**src/shared/btg_pkg.sv**
```systemverilog
// Contract
// (RL1) Writing one to the enable bit starts the tone, and the block clears it after the programmed count.
// (RL2) While the enable bit is zero the tone outputs carry only zero samples.
// (RL3) The six-bit left gain code gives +2 dB at zero and one dB less per step, down to -61 dB.
// (RL4) The six-bit right gain code uses the same encoding as the left one.
// (RL5) With link code 00 or 11 each channel uses its own gain code.
// (RL6) With link code 01 the left channel also uses the right gain code.
// (RL7) With link code 10 the right channel also uses the left gain code.
// (RL8) The duration is a 24-bit sample count from three byte registers, reset to 238.
// (RL9) The sine coefficient is a 16-bit value in two byte registers, reset to 0x10d8.
// (RL10) The cosine coefficient is a 16-bit value in two byte registers, reset to 0x7ee3.
// (RL11) The oscillator only advances while the datapath is in tone processing mode.
// (RL12) Software writes only zero into the reserved bit of the left control register.
// (RL13) The sine is made by a fixed-point rotation, one sample per word clock, counting down the duration.
// (RL14) Every start resets the oscillator and the duration counter to their initial values.
package btg_pkg;

	// ****************************************
	// Register offsets
	// ****************************************
	localparam logic [6:0] BTG_ADDR_LEFT = 7'h47;
	localparam logic [6:0] BTG_ADDR_RIGHT = 7'h48;
	localparam logic [6:0] BTG_ADDR_LEN_HI = 7'h49;
	localparam logic [6:0] BTG_ADDR_LEN_MID = 7'h4a;
	localparam logic [6:0] BTG_ADDR_LEN_LO = 7'h4b;
	localparam logic [6:0] BTG_ADDR_SIN_HI = 7'h4c;
	localparam logic [6:0] BTG_ADDR_SIN_LO = 7'h4d;
	localparam logic [6:0] BTG_ADDR_COS_HI = 7'h4e;
	localparam logic [6:0] BTG_ADDR_COS_LO = 7'h4f;

	// ****************************************
	// Field positions
	// ****************************************
	localparam int BTG_EN_BIT = 7;
	localparam int BTG_RSVD_BIT = 6;
	localparam int BTG_GAIN_MSB = 5;
	localparam int BTG_LINK_MSB = 7;
	localparam int BTG_LINK_LSB = 6;

	// ****************************************
	// Reset values
	// ****************************************
	localparam logic [7:0] BTG_RST_LEFT = 8'h00;
	localparam logic [7:0] BTG_RST_RIGHT = 8'h00;
	localparam logic [7:0] BTG_RST_LEN_HI = 8'h00;
	localparam logic [7:0] BTG_RST_LEN_MID = 8'h00;
	localparam logic [7:0] BTG_RST_LEN_LO = 8'hee;
	localparam logic [7:0] BTG_RST_SIN_HI = 8'h10;
	localparam logic [7:0] BTG_RST_SIN_LO = 8'hd8;
	localparam logic [7:0] BTG_RST_COS_HI = 8'h7e;
	localparam logic [7:0] BTG_RST_COS_LO = 8'he3;

	// ****************************************
	// Volume link codes
	// ****************************************
	localparam logic [1:0] BTG_LINK_OWN = 2'h0;
	localparam logic [1:0] BTG_LINK_RIGHT = 2'h1;
	localparam logic [1:0] BTG_LINK_LEFT = 2'h2;
	localparam logic [1:0] BTG_LINK_SAME = 2'h3;

	// ****************************************
	// Arithmetic
	// ****************************************
	localparam int BTG_OSC_FRAC = 15;
	localparam int BTG_GAIN_FRAC = 14;
	localparam logic [5:0] BTG_STEPS_PER_HALVING = 6'h06;
	localparam logic signed [15:0] BTG_OSC_INIT_X = 16'sh7fff;
	localparam logic signed [15:0] BTG_OSC_INIT_Y = 16'sh0000;
	// Gains of +2, +1, 0, -1, -2, -3 dB in Q2.14
	localparam logic [15:0] BTG_MANT [0:5] = '{16'h5092, 16'h47cf, 16'h4000,
		16'h390b, 16'h32d6, 16'h2d4f};

	typedef enum logic {BTG_IDLE, BTG_RUN} btg_state_type;

	function automatic logic signed [15:0] btg_sat16(input logic signed [33:0] v);
		logic signed [15:0] r;
		r = v[15:0];
		if (v > 34'sd32767)
		begin
			r = 16'sh7fff;
		end
		else if (v < -34'sd32768)
		begin
			r = 16'sh8000;
		end
		return r;
	endfunction

endpackage

```
**src/shared/btg_gain_if.sv**
```systemverilog
interface btg_gain_if;
	logic in_valid;
	logic signed [15:0] in_sample;
	logic [5:0] code;
	logic out_valid;
	logic signed [15:0] out_sample;

	modport src
	(
		output in_valid,
		output in_sample,
		output code,
		input out_valid,
		input out_sample
	);

	modport scale
	(
		input in_valid,
		input in_sample,
		input code,
		output out_valid,
		output out_sample
	);
endinterface

```
**src/core/btg_gain.sv**
```systemverilog
module btg_gain
(
	input wire logic core_clk,
	input wire logic rst_n,
	btg_gain_if.scale gi
);

	logic [5:0] halvings;
	logic [5:0] step;
	logic [15:0] mant;
	logic signed [33:0] prod;
	logic signed [33:0] scaled;
	logic signed [15:0] next_out_sample;
	logic next_out_valid;

	// ****************************************
	// Gain from code
	// ****************************************
	always_comb
	begin
		halvings = gi.code / btg_pkg::BTG_STEPS_PER_HALVING;
		step = gi.code % btg_pkg::BTG_STEPS_PER_HALVING;
		mant = btg_pkg::BTG_MANT[step[2:0]];
		prod = $signed({{18{gi.in_sample[15]}}, gi.in_sample}) * $signed({18'h00000, mant}); // RL3 RL4
		scaled = prod >>> (btg_pkg::BTG_GAIN_FRAC + int'(halvings));
		next_out_sample = gi.out_sample;
		if (gi.in_valid)
		begin
			next_out_sample = btg_pkg::btg_sat16(scaled);
		end
		next_out_valid = gi.in_valid;
	end

	always_ff @(posedge core_clk or negedge rst_n)
	begin
		if (!rst_n)
		begin
			gi.out_valid <= 1'b0;
			gi.out_sample <= 16'sh0000;
		end
		else
		begin
			gi.out_valid <= next_out_valid;
			gi.out_sample <= next_out_sample;
		end
	end

	property p_unity;
		@(posedge core_clk) disable iff (!rst_n)
		gi.in_valid && gi.code == 6'h02 |=> gi.out_sample == $past(gi.in_sample);
	endproperty
	a_unity: assert property (p_unity) else $error("Unity code does not pass the sample"); // RL3

	property p_half;
		@(posedge core_clk) disable iff (!rst_n)
		gi.in_valid && gi.code == 6'h08 |=> gi.out_sample == ($past(gi.in_sample) >>> 1);
	endproperty
	a_half: assert property (p_half) else $error("Six dB step does not halve"); // RL4

endmodule

```
**src/core/btg_top.sv**
```systemverilog
module btg_top
(
	input wire logic core_clk,
	input wire logic nrst,
	input wire logic sample_tick,
	input wire logic tone_processing_mode,
	input wire logic reg_wr,
	input wire logic [6:0] reg_addr,
	input wire logic [7:0] reg_wdata,
	output logic [7:0] reg_rdata,
	output logic signed [15:0] tone_left,
	output logic signed [15:0] tone_right,
	output logic tone_valid,
	output logic tone_active
);

	// ****************************************
	// Reset release
	// ****************************************
	logic rst_meta;
	logic rst_n;

	always_ff @(posedge core_clk or negedge nrst)
	begin
		if (!nrst)
		begin
			rst_meta <= 1'b0;
			rst_n <= 1'b0;
		end
		else
		begin
			rst_meta <= 1'b1;
			rst_n <= rst_meta;
		end
	end

	// ****************************************
	// Configuration registers
	// ****************************************
	logic [5:0] gain_l;
	logic rsvd_l;
	logic [1:0] link;
	logic [5:0] gain_r;
	logic [7:0] len_hi;
	logic [7:0] len_mid;
	logic [7:0] len_lo;
	logic [7:0] sin_hi;
	logic [7:0] sin_lo;
	logic [7:0] cos_hi;
	logic [7:0] cos_lo;
	logic [5:0] next_gain_l;
	logic next_rsvd_l;
	logic [1:0] next_link;
	logic [5:0] next_gain_r;
	logic [7:0] next_len_hi;
	logic [7:0] next_len_mid;
	logic [7:0] next_len_lo;
	logic [7:0] next_sin_hi;
	logic [7:0] next_sin_lo;
	logic [7:0] next_cos_hi;
	logic [7:0] next_cos_lo;
	logic [23:0] len_cfg;
	logic signed [15:0] sin_coef;
	logic signed [15:0] cos_coef;

	assign len_cfg = {len_hi, len_mid, len_lo}; // RL8
	assign sin_coef = {sin_hi, sin_lo}; // RL9
	assign cos_coef = {cos_hi, cos_lo}; // RL10

	always_comb
	begin
		next_gain_l = gain_l;
		next_rsvd_l = rsvd_l;
		next_link = link;
		next_gain_r = gain_r;
		next_len_hi = len_hi;
		next_len_mid = len_mid;
		next_len_lo = len_lo;
		next_sin_hi = sin_hi;
		next_sin_lo = sin_lo;
		next_cos_hi = cos_hi;
		next_cos_lo = cos_lo;
		if (reg_wr)
		begin
			unique case (reg_addr)
				btg_pkg::BTG_ADDR_LEFT:
				begin
					next_gain_l = reg_wdata[btg_pkg::BTG_GAIN_MSB:0];
					next_rsvd_l = reg_wdata[btg_pkg::BTG_RSVD_BIT];
				end
				btg_pkg::BTG_ADDR_RIGHT:
				begin
					next_link = reg_wdata[btg_pkg::BTG_LINK_MSB:btg_pkg::BTG_LINK_LSB];
					next_gain_r = reg_wdata[btg_pkg::BTG_GAIN_MSB:0];
				end
				btg_pkg::BTG_ADDR_LEN_HI: next_len_hi = reg_wdata;
				btg_pkg::BTG_ADDR_LEN_MID: next_len_mid = reg_wdata;
				btg_pkg::BTG_ADDR_LEN_LO: next_len_lo = reg_wdata;
				btg_pkg::BTG_ADDR_SIN_HI: next_sin_hi = reg_wdata;
				btg_pkg::BTG_ADDR_SIN_LO: next_sin_lo = reg_wdata;
				btg_pkg::BTG_ADDR_COS_HI: next_cos_hi = reg_wdata;
				btg_pkg::BTG_ADDR_COS_LO: next_cos_lo = reg_wdata;
				default:
				begin
				end
			endcase
		end
	end

	always_ff @(posedge core_clk or negedge rst_n)
	begin
		if (!rst_n)
		begin
			gain_l <= btg_pkg::BTG_RST_LEFT[btg_pkg::BTG_GAIN_MSB:0];
			rsvd_l <= btg_pkg::BTG_RST_LEFT[btg_pkg::BTG_RSVD_BIT];
			link <= btg_pkg::BTG_RST_RIGHT[btg_pkg::BTG_LINK_MSB:btg_pkg::BTG_LINK_LSB];
			gain_r <= btg_pkg::BTG_RST_RIGHT[btg_pkg::BTG_GAIN_MSB:0];
			len_hi <= btg_pkg::BTG_RST_LEN_HI;
			len_mid <= btg_pkg::BTG_RST_LEN_MID;
			len_lo <= btg_pkg::BTG_RST_LEN_LO;
			sin_hi <= btg_pkg::BTG_RST_SIN_HI;
			sin_lo <= btg_pkg::BTG_RST_SIN_LO;
			cos_hi <= btg_pkg::BTG_RST_COS_HI;
			cos_lo <= btg_pkg::BTG_RST_COS_LO;
		end
		else
		begin
			gain_l <= next_gain_l;
			rsvd_l <= next_rsvd_l;
			link <= next_link;
			gain_r <= next_gain_r;
			len_hi <= next_len_hi;
			len_mid <= next_len_mid;
			len_lo <= next_len_lo;
			sin_hi <= next_sin_hi;
			sin_lo <= next_sin_lo;
			cos_hi <= next_cos_hi;
			cos_lo <= next_cos_lo;
		end
	end

	// ****************************************
	// Sequencer and oscillator
	// ****************************************
	btg_pkg::btg_state_type state;
	btg_pkg::btg_state_type next_state;
	logic [23:0] remaining;
	logic [23:0] next_remaining;
	logic signed [15:0] osc_x;
	logic signed [15:0] osc_y;
	logic signed [15:0] next_osc_x;
	logic signed [15:0] next_osc_y;
	logic raw_valid;
	logic next_raw_valid;
	logic signed [15:0] raw_sample [2];
	logic signed [15:0] next_raw_sample [2];
	logic wr_left;
	logic start;
	logic stop;
	logic step;
	logic signed [31:0] p_cx;
	logic signed [31:0] p_sy;
	logic signed [31:0] p_sx;
	logic signed [31:0] p_cy;
	logic signed [33:0] rot_x;
	logic signed [33:0] rot_y;

	assign wr_left = reg_wr && reg_addr == btg_pkg::BTG_ADDR_LEFT;
	assign start = wr_left && reg_wdata[btg_pkg::BTG_EN_BIT];
	assign stop = wr_left && !reg_wdata[btg_pkg::BTG_EN_BIT];
	assign step = sample_tick && tone_processing_mode && state == btg_pkg::BTG_RUN; // RL11

	always_comb
	begin
		p_cx = cos_coef * osc_x;
		p_sy = sin_coef * osc_y;
		p_sx = sin_coef * osc_x;
		p_cy = cos_coef * osc_y;
		rot_x = (34'(p_cx) - 34'(p_sy)) >>> btg_pkg::BTG_OSC_FRAC; // RL13
		rot_y = (34'(p_sx) + 34'(p_cy)) >>> btg_pkg::BTG_OSC_FRAC; // RL13
		next_state = state;
		next_remaining = remaining;
		next_osc_x = osc_x;
		next_osc_y = osc_y;
		next_raw_valid = sample_tick;
		next_raw_sample[0] = 16'sh0000; // RL2
		next_raw_sample[1] = 16'sh0000; // RL2
		if (step)
		begin
			next_raw_sample[0] = osc_y;
			next_raw_sample[1] = osc_y;
			next_osc_x = btg_pkg::btg_sat16(rot_x);
			next_osc_y = btg_pkg::btg_sat16(rot_y);
			next_remaining = remaining - 24'h000001; // RL13
			if (remaining == 24'h000001)
			begin
				next_state = btg_pkg::BTG_IDLE; // RL1
			end
		end
		// Software start wins over the self clear
		if (start)
		begin
			next_osc_x = btg_pkg::BTG_OSC_INIT_X; // RL14
			next_osc_y = btg_pkg::BTG_OSC_INIT_Y; // RL14
			next_remaining = len_cfg; // RL14
			next_state = (len_cfg != 24'h000000) ? btg_pkg::BTG_RUN : btg_pkg::BTG_IDLE; // RL1
		end
		else if (stop)
		begin
			next_state = btg_pkg::BTG_IDLE;
		end
	end

	always_ff @(posedge core_clk or negedge rst_n)
	begin
		if (!rst_n)
		begin
			state <= btg_pkg::BTG_IDLE;
			remaining <= 24'h000000;
			osc_x <= btg_pkg::BTG_OSC_INIT_X;
			osc_y <= btg_pkg::BTG_OSC_INIT_Y;
			raw_valid <= 1'b0;
			raw_sample[0] <= 16'sh0000;
			raw_sample[1] <= 16'sh0000;
		end
		else
		begin
			state <= next_state;
			remaining <= next_remaining;
			osc_x <= next_osc_x;
			osc_y <= next_osc_y;
			raw_valid <= next_raw_valid;
			raw_sample[0] <= next_raw_sample[0];
			raw_sample[1] <= next_raw_sample[1];
		end
	end

	assign tone_active = state == btg_pkg::BTG_RUN;

	// ****************************************
	// Channel gain
	// ****************************************
	logic [5:0] chan_code [2];

	assign chan_code[0] = (link == btg_pkg::BTG_LINK_RIGHT) ? gain_r : gain_l; // RL5 RL6
	assign chan_code[1] = (link == btg_pkg::BTG_LINK_LEFT) ? gain_l : gain_r; // RL5 RL7

	logic signed [15:0] chan_out [2];
	logic chan_valid [2];

	for (genvar ch = 0; ch < 2; ch++)
	begin : g_chan
		btg_gain_if gif ();
		assign gif.in_valid = raw_valid;
		assign gif.in_sample = raw_sample[ch];
		assign gif.code = chan_code[ch];
		assign chan_out[ch] = gif.out_sample;
		assign chan_valid[ch] = gif.out_valid;
		btg_gain u_gain
		(
			.core_clk(core_clk),
			.rst_n(rst_n),
			.gi(gif)
		);
	end

	assign tone_left = chan_out[0];
	assign tone_right = chan_out[1];
	assign tone_valid = chan_valid[0];

	// ****************************************
	// Read back
	// ****************************************
	logic [7:0] next_reg_rdata;

	always_comb
	begin
		unique case (reg_addr)
			btg_pkg::BTG_ADDR_LEFT: next_reg_rdata = {tone_active, rsvd_l, gain_l}; // RL1
			btg_pkg::BTG_ADDR_RIGHT: next_reg_rdata = {link, gain_r};
			btg_pkg::BTG_ADDR_LEN_HI: next_reg_rdata = len_hi;
			btg_pkg::BTG_ADDR_LEN_MID: next_reg_rdata = len_mid;
			btg_pkg::BTG_ADDR_LEN_LO: next_reg_rdata = len_lo;
			btg_pkg::BTG_ADDR_SIN_HI: next_reg_rdata = sin_hi;
			btg_pkg::BTG_ADDR_SIN_LO: next_reg_rdata = sin_lo;
			btg_pkg::BTG_ADDR_COS_HI: next_reg_rdata = cos_hi;
			btg_pkg::BTG_ADDR_COS_LO: next_reg_rdata = cos_lo;
			default: next_reg_rdata = 8'h00;
		endcase
	end

	always_ff @(posedge core_clk or negedge rst_n)
	begin
		if (!rst_n)
		begin
			reg_rdata <= 8'h00;
		end
		else
		begin
			reg_rdata <= next_reg_rdata;
		end
	end

	// ****************************************
	// Checks
	// ****************************************
	property p_start;
		@(posedge core_clk) disable iff (!rst_n)
		start && len_cfg != 24'h000000 |=> tone_active && remaining == $past(len_cfg)
			&& osc_y == 16'sh0000 && osc_x == 16'sh7fff;
	endproperty
	a_start: assert property (p_start) else $error("Start did not load the generator"); // RL14

	property p_self_clear;
		@(posedge core_clk) disable iff (!rst_n)
		step && remaining == 24'h000001 && !wr_left |=> !tone_active ##1 (!tone_active || $past(start));
	endproperty
	a_self_clear: assert property (p_self_clear) else $error("Enable not cleared at end"); // RL1

	property p_idle_silent;
		@(posedge core_clk) disable iff (!rst_n)
		!tone_active && sample_tick |-> ##2 tone_left == 16'sh0000 && tone_right == 16'sh0000;
	endproperty
	a_idle_silent: assert property (p_idle_silent) else $error("Tone output while disabled"); // RL2

	property p_link_right;
		@(posedge core_clk) disable iff (!rst_n)
		raw_valid && link == 2'h1 && raw_sample[0] == raw_sample[1]
			|=> tone_left == tone_right;
	endproperty
	a_link_right: assert property (p_link_right) else $error("Left does not follow right gain"); // RL6

	property p_link_left;
		@(posedge core_clk) disable iff (!rst_n)
		link == 2'h2 |-> chan_code[1] == gain_l && chan_code[0] == gain_l;
	endproperty
	a_link_left: assert property (p_link_left) else $error("Right does not follow left gain"); // RL7

	property p_link_own;
		@(posedge core_clk) disable iff (!rst_n)
		link == 2'h0 || link == 2'h3 |-> chan_code[0] == gain_l && chan_code[1] == gain_r;
	endproperty
	a_link_own: assert property (p_link_own) else $error("Channel gains not independent"); // RL5

	property p_mode_hold;
		@(posedge core_clk) disable iff (!rst_n)
		tone_active && !tone_processing_mode && !reg_wr |=> $stable(remaining) && $stable(osc_y);
	endproperty
	a_mode_hold: assert property (p_mode_hold) else $error("Oscillator ran outside tone mode"); // RL11

	property p_count_down;
		@(posedge core_clk) disable iff (!rst_n)
		step && remaining > 24'h000001 && !wr_left |=> remaining == $past(remaining) - 24'h000001
			&& tone_active;
	endproperty
	a_count_down: assert property (p_count_down) else $error("Duration did not count down"); // RL13

	property p_len_write;
		@(posedge core_clk) disable iff (!rst_n)
		reg_wr && reg_addr == 7'h4b |=> len_cfg[7:0] == $past(reg_wdata);
	endproperty
	a_len_write: assert property (p_len_write) else $error("Length low byte not stored"); // RL8

	property p_sin_write;
		@(posedge core_clk) disable iff (!rst_n)
		reg_wr && reg_addr == 7'h4c |=> sin_coef[15:8] == $past(reg_wdata) ##1 reg_rdata != 8'hff
			|| reg_addr != 7'h4c || sin_hi == 8'hff;
	endproperty
	a_sin_write: assert property (p_sin_write) else $error("Sine high byte not stored"); // RL9

	property p_cos_write;
		@(posedge core_clk) disable iff (!rst_n)
		reg_wr && reg_addr == 7'h4f |=> cos_coef[7:0] == $past(reg_wdata);
	endproperty
	a_cos_write: assert property (p_cos_write) else $error("Cosine low byte not stored"); // RL10

endmodule

```
**config.mk**
```make
export PLATFORM = sky130hd
export DESIGN_NAME = btg_top
export DESIGN_NICKNAME = d
export VERILOG_FILES = /design/src/shared/btg_pkg.sv /design/src/shared/btg_gain_if.sv /design/src/core/btg_gain.sv /design/src/core/btg_top.sv
export SDC_FILE = /design/constraint.sdc
export NUM_CORES = 2
export LEC_CHECK = 0
export BUFFER_PORTS_ARGS = -buffer_cell sky130_fd_sc_hd__buf_2
export CAP_MARGIN = 20
export CORE_MARGIN = 2
export CORE_UTILIZATION = 50
export DETAILED_ROUTE_END_ITERATION = 10
export GPL_TIMING_DRIVEN = 1
export PLACE_DENSITY = 0.65
export SLEW_MARGIN = 20
export SYNTH_ARGS = -nofsm -noshare
export SYNTH_HDL_FRONTEND = slang
export SYNTH_SLANG_ARGS = --single-unit
```
**constraint.sdc**
```tcl
create_clock -name core_clk -period 13.7 [get_ports core_clk]
set_input_delay 2.055 -clock core_clk [delete_from_list [all_inputs] [get_ports core_clk]]
set_output_delay 2.055 -clock core_clk [all_outputs]
set_load 0.05 [all_outputs]
```
After elaboration in Yosys (flattened, before gate mapping):

Memories as Yosys holds them, arrays and structs flattened.
Index checks and enable logic that the tools add are counted.

* logic and storage cells: 114
* memory bits (read-only): 256
* register bits: 204
* memories: 2
* output and inout bits: 42

Memory list
* (name not given): words 8, width 16, rd ports 1, clocked after memory_dff 0, write ports 0, line btg_gain.sv:23 `mant = btg_pkg::BTG_MANT[step[2:0]];`
* (name not given): words 8, width 16, rd ports 1, clocked after memory_dff 0, write ports 0, line btg_gain.sv:23

* eq/ne operators: 12
* shifts and indexed selects: 2
* magnitude comparators: 10
* divide/modulo/power cells: 4
* multipliers: 6
* bitwise gates (word level): 2
* reductions and logical operators: 20
* add/sub/neg operators: 5
* muxes and demuxes: 27

Operator list (count)
* $mux W16: 16
* $mul A16 B16 Y32: 4
* $pmux W8 S9: 1
* $gt A34 B16 Y1 const B: 2
* $lt A34 B16 Y1 const B: 2
* $sshr A34 B32 Y34: 2
* $mul A16 B17 Y33: 2
* $eq A7 B7 Y1 const B: 9
* $mux W24: 2
* $gt A18 B16 Y1 const B: 2
* $lt A18 B16 Y1 const B: 2
* $add A32 B32 Y33: 1
* $sub A32 B32 Y33: 1
* $mux W32: 1
* $eq A24 B1 Y1 const B: 1
* $reduce_bool A24 Y1: 1
* $sub A24 B1 Y24 const B: 1
* $reduce_and A2 Y1: 10
* $add A4 B6 Y7 const A: 2
* $div A6 B3 Y6 const B: 2
* $mod A6 B3 Y6 const B: 2
* $mux W6: 2
* $ge A4 B4 Y1 const B: 2
* $not A3 Y4: 2
* 7 further kinds: 16

Depth between registers and ports, before layout:

* depth after elaboration: 12
* depth in mapped cells: 47

Modules after synthesis:

From an unflattened synthesis, not the netlist that was laid out.

* cells, all modules: 7791
* area, all modules: 70799.2 um^2

By module, submodules not included
* btg_top: cells each 4835, sequential area each 3925.0 um^2, area an instance 46916.2 um^2, times used 1
* btg_gain (g_chan[0].u_gain): cells each 1501, sequential area each 425.4 um^2, area an instance 12101.6 um^2, times used 1
* btg_gain (g_chan[1].u_gain): cells each 1455, sequential area each 425.4 um^2, area an instance 11781.3 um^2, times used 1

Least setup slack after synthesis:

OpenSTA, ideal clock, no wires.

* kind: reg2reg
* start point: register link[1]
* end point: register g_chan[1].u_gain.gi.out_sample[10]
* required time: 13.618 ns
* stages on the path, launching flop included: 41
* setup time: 0.082 ns
* arrival: 11.179 ns
* slack: 2.439 ns
* cells stage by stage: dfrtp_1 nand2b_1 buf_4 mux2i_1 inv_1 ha_1 nor3b_1 a22oi_1 a211oi_2 clkbuf_1 buf_2 buf_2 xnor2_1 inv_1 ha_1 o21ai_0 clkbuf_1 nand2_1 (+5 left out) fa_1 inv_1 fa_1 inv_1 ha_1 nand3_1 nor4_1 a21oi_1 o21ba_2 xor2_1 a2111oi_2 or3_1 o221ai_1 or3b_2 or4_1 o31a_1 buf_2 o22ai_1

* longest elaborated chain between the ends: 12
* elaborated cells between the ends (all ways): 15
* those cells by class: add/sub: 1; mul: 1; div: 2; order compare: 2; eq/ne: 1; shift: 1; mux: 5; bitwise: 1; memory: 1

Ends and longest elaborated chain
* start, declared: line btg_top.sv:42 `logic [1:0] link;`
* start signal, assigned: line btg_top.sv:116 `link <= btg_pkg::BTG_RST_RIGHT[btg_pkg::BTG_LINK_MSB:btg_pkg::BTG_LINK_LSB];`
* start signal, assigned: line btg_top.sv:130 `link <= next_link;`
* $eq A2 B2 Y1 (*): line btg_top.sv:246 `assign chan_code[1] = (link == btg_pkg::BTG_LINK_LEFT) ? gain_l : gain_r;`
* $mux W6 (*): line btg_top.sv:246
* $mod A6 B3 Y6: line btg_gain.sv:22 `step = gi.code % btg_pkg::BTG_STEPS_PER_HALVING;`
* $not A3 Y4 (implied by the code): line btg_gain.sv:23
* $mem_v2 Z8 W16
* $mux W16 (implied by the code) (2 in a row): line btg_gain.sv:23
* $mul A16 B17 Y33: line btg_gain.sv:24 `prod = $signed({{18{gi.in_sample[15]}}, gi.in_sample}) * $signed({18'h00000, mant});`
* $sshr A34 B32 Y34 (*): line btg_gain.sv:25 `scaled = prod >>> (btg_pkg::BTG_GAIN_FRAC + int'(halvings));`
* $lt A34 B16 Y1: line btg_pkg.sv:82 `else if (v < -34'sd32768)`
* $mux W16: line btg_pkg.sv:82
* $mux W16 (*): line btg_pkg.sv:78 `if (v > 34'sd32767)`
* end signal, assigned: line btg_gain.sv:44 `gi.out_sample <= next_out_sample;`
* end, declared: line btg_gain_if.sv:23 `output out_sample`

Mark *: on every way between the ends. The rest lies on a longest branch, timed or not. The select of a mux whose other input is x is not followed.
A chain may end at the register's enable or synchronous reset.

Worst setup path in the final report:

* start point: register link[1]
* end point: register g_chan[0].u_gain.gi.out_sample[9]

* longest elaborated chain between the ends: 12
* elaborated cells between the ends (all ways): 15
* those cells by class: add/sub: 1; mul: 1; div: 2; order compare: 2; eq/ne: 1; shift: 1; mux: 5; bitwise: 1; memory: 1

Ends and longest elaborated chain
* $eq A2 B1 Y1 (*): line btg_top.sv:245 `assign chan_code[0] = (link == btg_pkg::BTG_LINK_RIGHT) ? gain_r : gain_l;`
* $mux W6 (*): line btg_top.sv:245
* $mod A6 B3 Y6: line btg_gain.sv:22
* $not A3 Y4 (implied by the code): line btg_gain.sv:23
* $mem_v2 Z8 W16
* $mux W16 (implied by the code) (2 in a row): line btg_gain.sv:23
* $mul A16 B17 Y33: line btg_gain.sv:24
* $sshr A34 B32 Y34 (*): line btg_gain.sv:25
* $lt A34 B16 Y1: line btg_pkg.sv:82
* $mux W16: line btg_pkg.sv:82
* $mux W16 (*): line btg_pkg.sv:78
* end signal, assigned: line btg_gain.sv:44
* end, declared: line btg_gain_if.sv:23

Marked as above.

==> flow_metrics.py <==
metrics = {
    "outcome": {
        "status": "complete, no violations",
    },
    "route": {
        "dr.first_iter.drc_count": 3465,
        "antenna_left": 0,
        "wl_per_cell_um": 19.98,
        "vias": 51320,
        "vias_per_cell": 5.567,
        "drc_errors": 0,
        "dr.pass1.iters": 6,
        "wirelength_mm": 184.1,
    },
    "worst_setup_path": {
        "worstReg2RegStart": "link[1]$_DFFE_PN0P_",
        "r2r_setup_slack_ps": 1480,
        "max_stage_delay_ps": 740,
        "cp_data_required_time_ps": 14100,
        "crit_path_start": "link[1]$_DFFE_PN0P_",
        "r2r_end": "g_chan[0].u_gain.gi.out_sample[9]$_DFFE_PN0P_",
        "worstRegToRegCells": 40,
        "crit_type": "flip-flop to flip-flop",
        "worstSetupPathDepth": 40,
        "critPathMaxFanout": 33,
        "cp_slowest_cell": "o41ai_4",
        "cp-end-kind": "flip-flop",
        "cp-endpoint": "g_chan[0].u_gain.gi.out_sample[9]$_DFFE_PN0P_",
        "startpoint_type": "flip-flop",
        "cp.arrival_ps": 12620,
        "path_buf_inv": 8,
        "cpLargestDelayFamily": "compound AO/OA/AOI/OAI gates",
    },
    "synthesis": {
        "synth_simple_gate_area_share_pct": 14.92,
        "synthArstFlopShare_pct": 100.0,
        "dominantRegCellSynth": "dfrtp_1",
        "synthTopCellsByArea": "fa_1, ha_1, inv_1",
        "synth_compound_area_share_pct": 7.494,
        "synth_top_cell_by_area": "fa_1",
        "synthAdderAreaFrac_pct": 54.38,
        "synth_seq_area_share_pct": 6.895,
        "ys.warnings.count": 0,
        "syn_inst": 7593,
        "synth_top_family_by_area": "adder cells",
        "synth_cell_types": 97,
        "synth_top_area_share_pct": 43.52,
        "synth_seq_cells": 188,
        "synthesis.nets": 9709,
        "synth_commonest_cells": "inv_1, fa_1, nand2_1",
        "synth.most_common_cell": "inv_1",
        "yosys-mux-area-fraction_pct": 3.287,
        "netlist_area_sq_mm": 0.06891,
        "synth_xor_xnor_area_share_pct": 1.767,
        "synth_area_per_cell_sq_um": 9.075,
        "synth_edf_count": 0,
    },
    "placement": {
        "place.gp.congestion": 0.9139,
        "port_buffers": 61,
        "place_area_sq_mm": 0.07088,
        "hpwl_mm": 148.1,
    },
    "sta": {
        "period_minus_slack_ps": 12220,
        "min_period_over_period_pct": 89.22,
        "slew_headroom_pct": 25.18,
        "grt_setup_unrepaired": "false",
        "fmax_mhz": 81.81,
        "tns_ps": 0,
        "slew_viol_final": 0,
        "skew_ps": 18.15,
        "hold_ws_ps": 362.1,
        "setup_viol": 0,
        "tightest_slew_ps": 1118,
        "final-hold-violation-count": 0,
    },
    "clocking": {
        "cts_resized": 0,
        "cts_tree": "yes",
        "cts_setup_buffers": 0,
        "cts_buffer_depth": 2,
        "clk_latency_ps": 540,
        "cts_htree_levels": 4,
        "clock_sinks": 188,
        "path_clk_slew_ps": 90,
        "postCtsHoldBufs": 0,
        "root_buffer": "clkbuf_16",
        "cts_buffers": 17,
    },
    "grt": {
        "track_usage_pct": 27.51,
        "grt_max_degree": 71,
        "grt_pass1_wl_mm": 304.5,
        "overflow": 0,
        "grt_antenna_before_repair": 7,
        "grt_pass1_vias": 55310,
    },
    "finish": {
        "ff_latch_area_sq_mm": 0.004762,
        "layout-drive-gt1-share_pct": 5.565,
        "stdcell_area_sq_mm": 0.07156,
        "multi_input_area_sq_mm": 0.05645,
        "fin_nets": 9525,
        "fillers": 12720,
        "final_core_utilization_pct": 52.18,
        "area_growth_pct": 3.859,
    },
    "die": {
        "rows": 136,
        "core-area_sq_mm": 0.1372,
        "initial_utilization_pct": 50.24,
        "die_y_um": 375.2,
        "dieArea_sq_mm": 0.1408,
        "io-pin-count": 62,
        "fp.dieW_um": 375.2,
    },
    "min_path": {
        "hold_class": "flip-flop to flip-flop",
    },
    "run": {
        "cap_violations": 0,
    },
}
area by class of cell:
type                            count  share of cell area, %
Timing Repair Buffer              170                  1.603
Tap cell                         1794                  3.137
Clock buffer                       17                 0.5944
Inverter                         1680                  8.812
Antenna cell                        2               0.006993
Multi-Input combinational cell   5352                  78.89
Sequential cell                   188                  6.654
Clock inverter                     15                 0.3077
state kept, by name, summed over array words and instances, names as in the netlist, 2 cells and up:
register	count
g_chan.u_gain.gi.out_sample	32
remaining	24
g_chan.gif.in_sample	16
osc_x	16
osc_y	16
cos_hi	8
cos_lo	8
len_hi	8
len_lo	8
len_mid	8
reg_rdata	8
sin_hi	8
sin_lo	8
gain_l	6
gain_r	6
link	2
how the worst min path moves through the flow:
| stage | from | endpoint | slack (ps) | depth (start not counted) |
|---|---|---|---|---|
| floorplan | rst_meta$_DFF_PN0_ | rst_n$_DFF_PN0_ | 330 | 0 |
| global placement | rst_meta$_DFF_PN0_ | rst_n$_DFF_PN0_ | 330 | 0 |
| detailed placement | rst_meta$_DFF_PN0_ | rst_n$_DFF_PN0_ | 340 | 0 |
| CTS | rst_meta$_DFF_PN0_ | rst_n$_DFF_PN0_ | 360 | 0 |
| global route | rst_meta$_DFF_PN0_ | rst_n$_DFF_PN0_ | 370 | 0 |
| finish | rst_meta$_DFF_PN0_ | rst_n$_DFF_PN0_ | 360 | 0 |
layout by cell type (no fill, tap or decap), drive strengths merged, types with 12 or more instances in the layout:
master,Yosys,routed
inv,1678,1687
fa,1498,1498
nand2,1039,1039
ha,598,598
and2,458,458
nor2,268,268
buf,30,170
a21oi,162,162
o21ai,156,156
dfrtp,151,151
mux2,101,101
xnor2,101,101
nand3,69,69
mux2i,66,66
nand2b,59,59
and3,54,54
nor3,51,51
nor2b,50,50
a211oi,49,49
a21o,48,48
o21a,38,38
o211ai,38,38
xor2,38,38
dfstp,37,37
a31oi,29,29
o22ai,29,29
nor4,26,26
nand4,25,25
a211o,21,21
mux4,20,20
a221o,18,18
clkbuf,343,17
or3,15,15
o21bai,13,13
or2,13,13
a22oi,12,12
through the flow:
step,instances,setup slack (ps)
final,9218,1477
after floorplan,7593,2439
after CTS,9215,1558
after detailed placement,9183,1611
after global placement,9183,1846
after global routing,9218,547.4
metal layers:
| layer | share of wire (%) | up-vias | GRT usage [%] |
|---|---|---|---|
| li1 | - | 22890 | - |
| met1 | 40 | 26610 | 35.75 |
| met2 | 51 | 1510 | 47.91 |
| met3 | 5.2 | 313 | 3.065 |
| met4 | 3.6 | 0 | 9.245 |
| met5 | 0 | - | 0 |
logic make-up (layout without fill, tap and decap cells):
kind of cell,Yosys count,in the layout
other cells,1,3
fa+ha+maj,2096,2096
flops,188,188
simple gates,2171,2171
mux,187,187
compound gates,758,758
xor+xnor,139,139
buf+inv,2053,1882
Power is left out: the tool's default activity adds up to more than one toggle a clock period on the data nets, which glitch-free logic cannot reach.
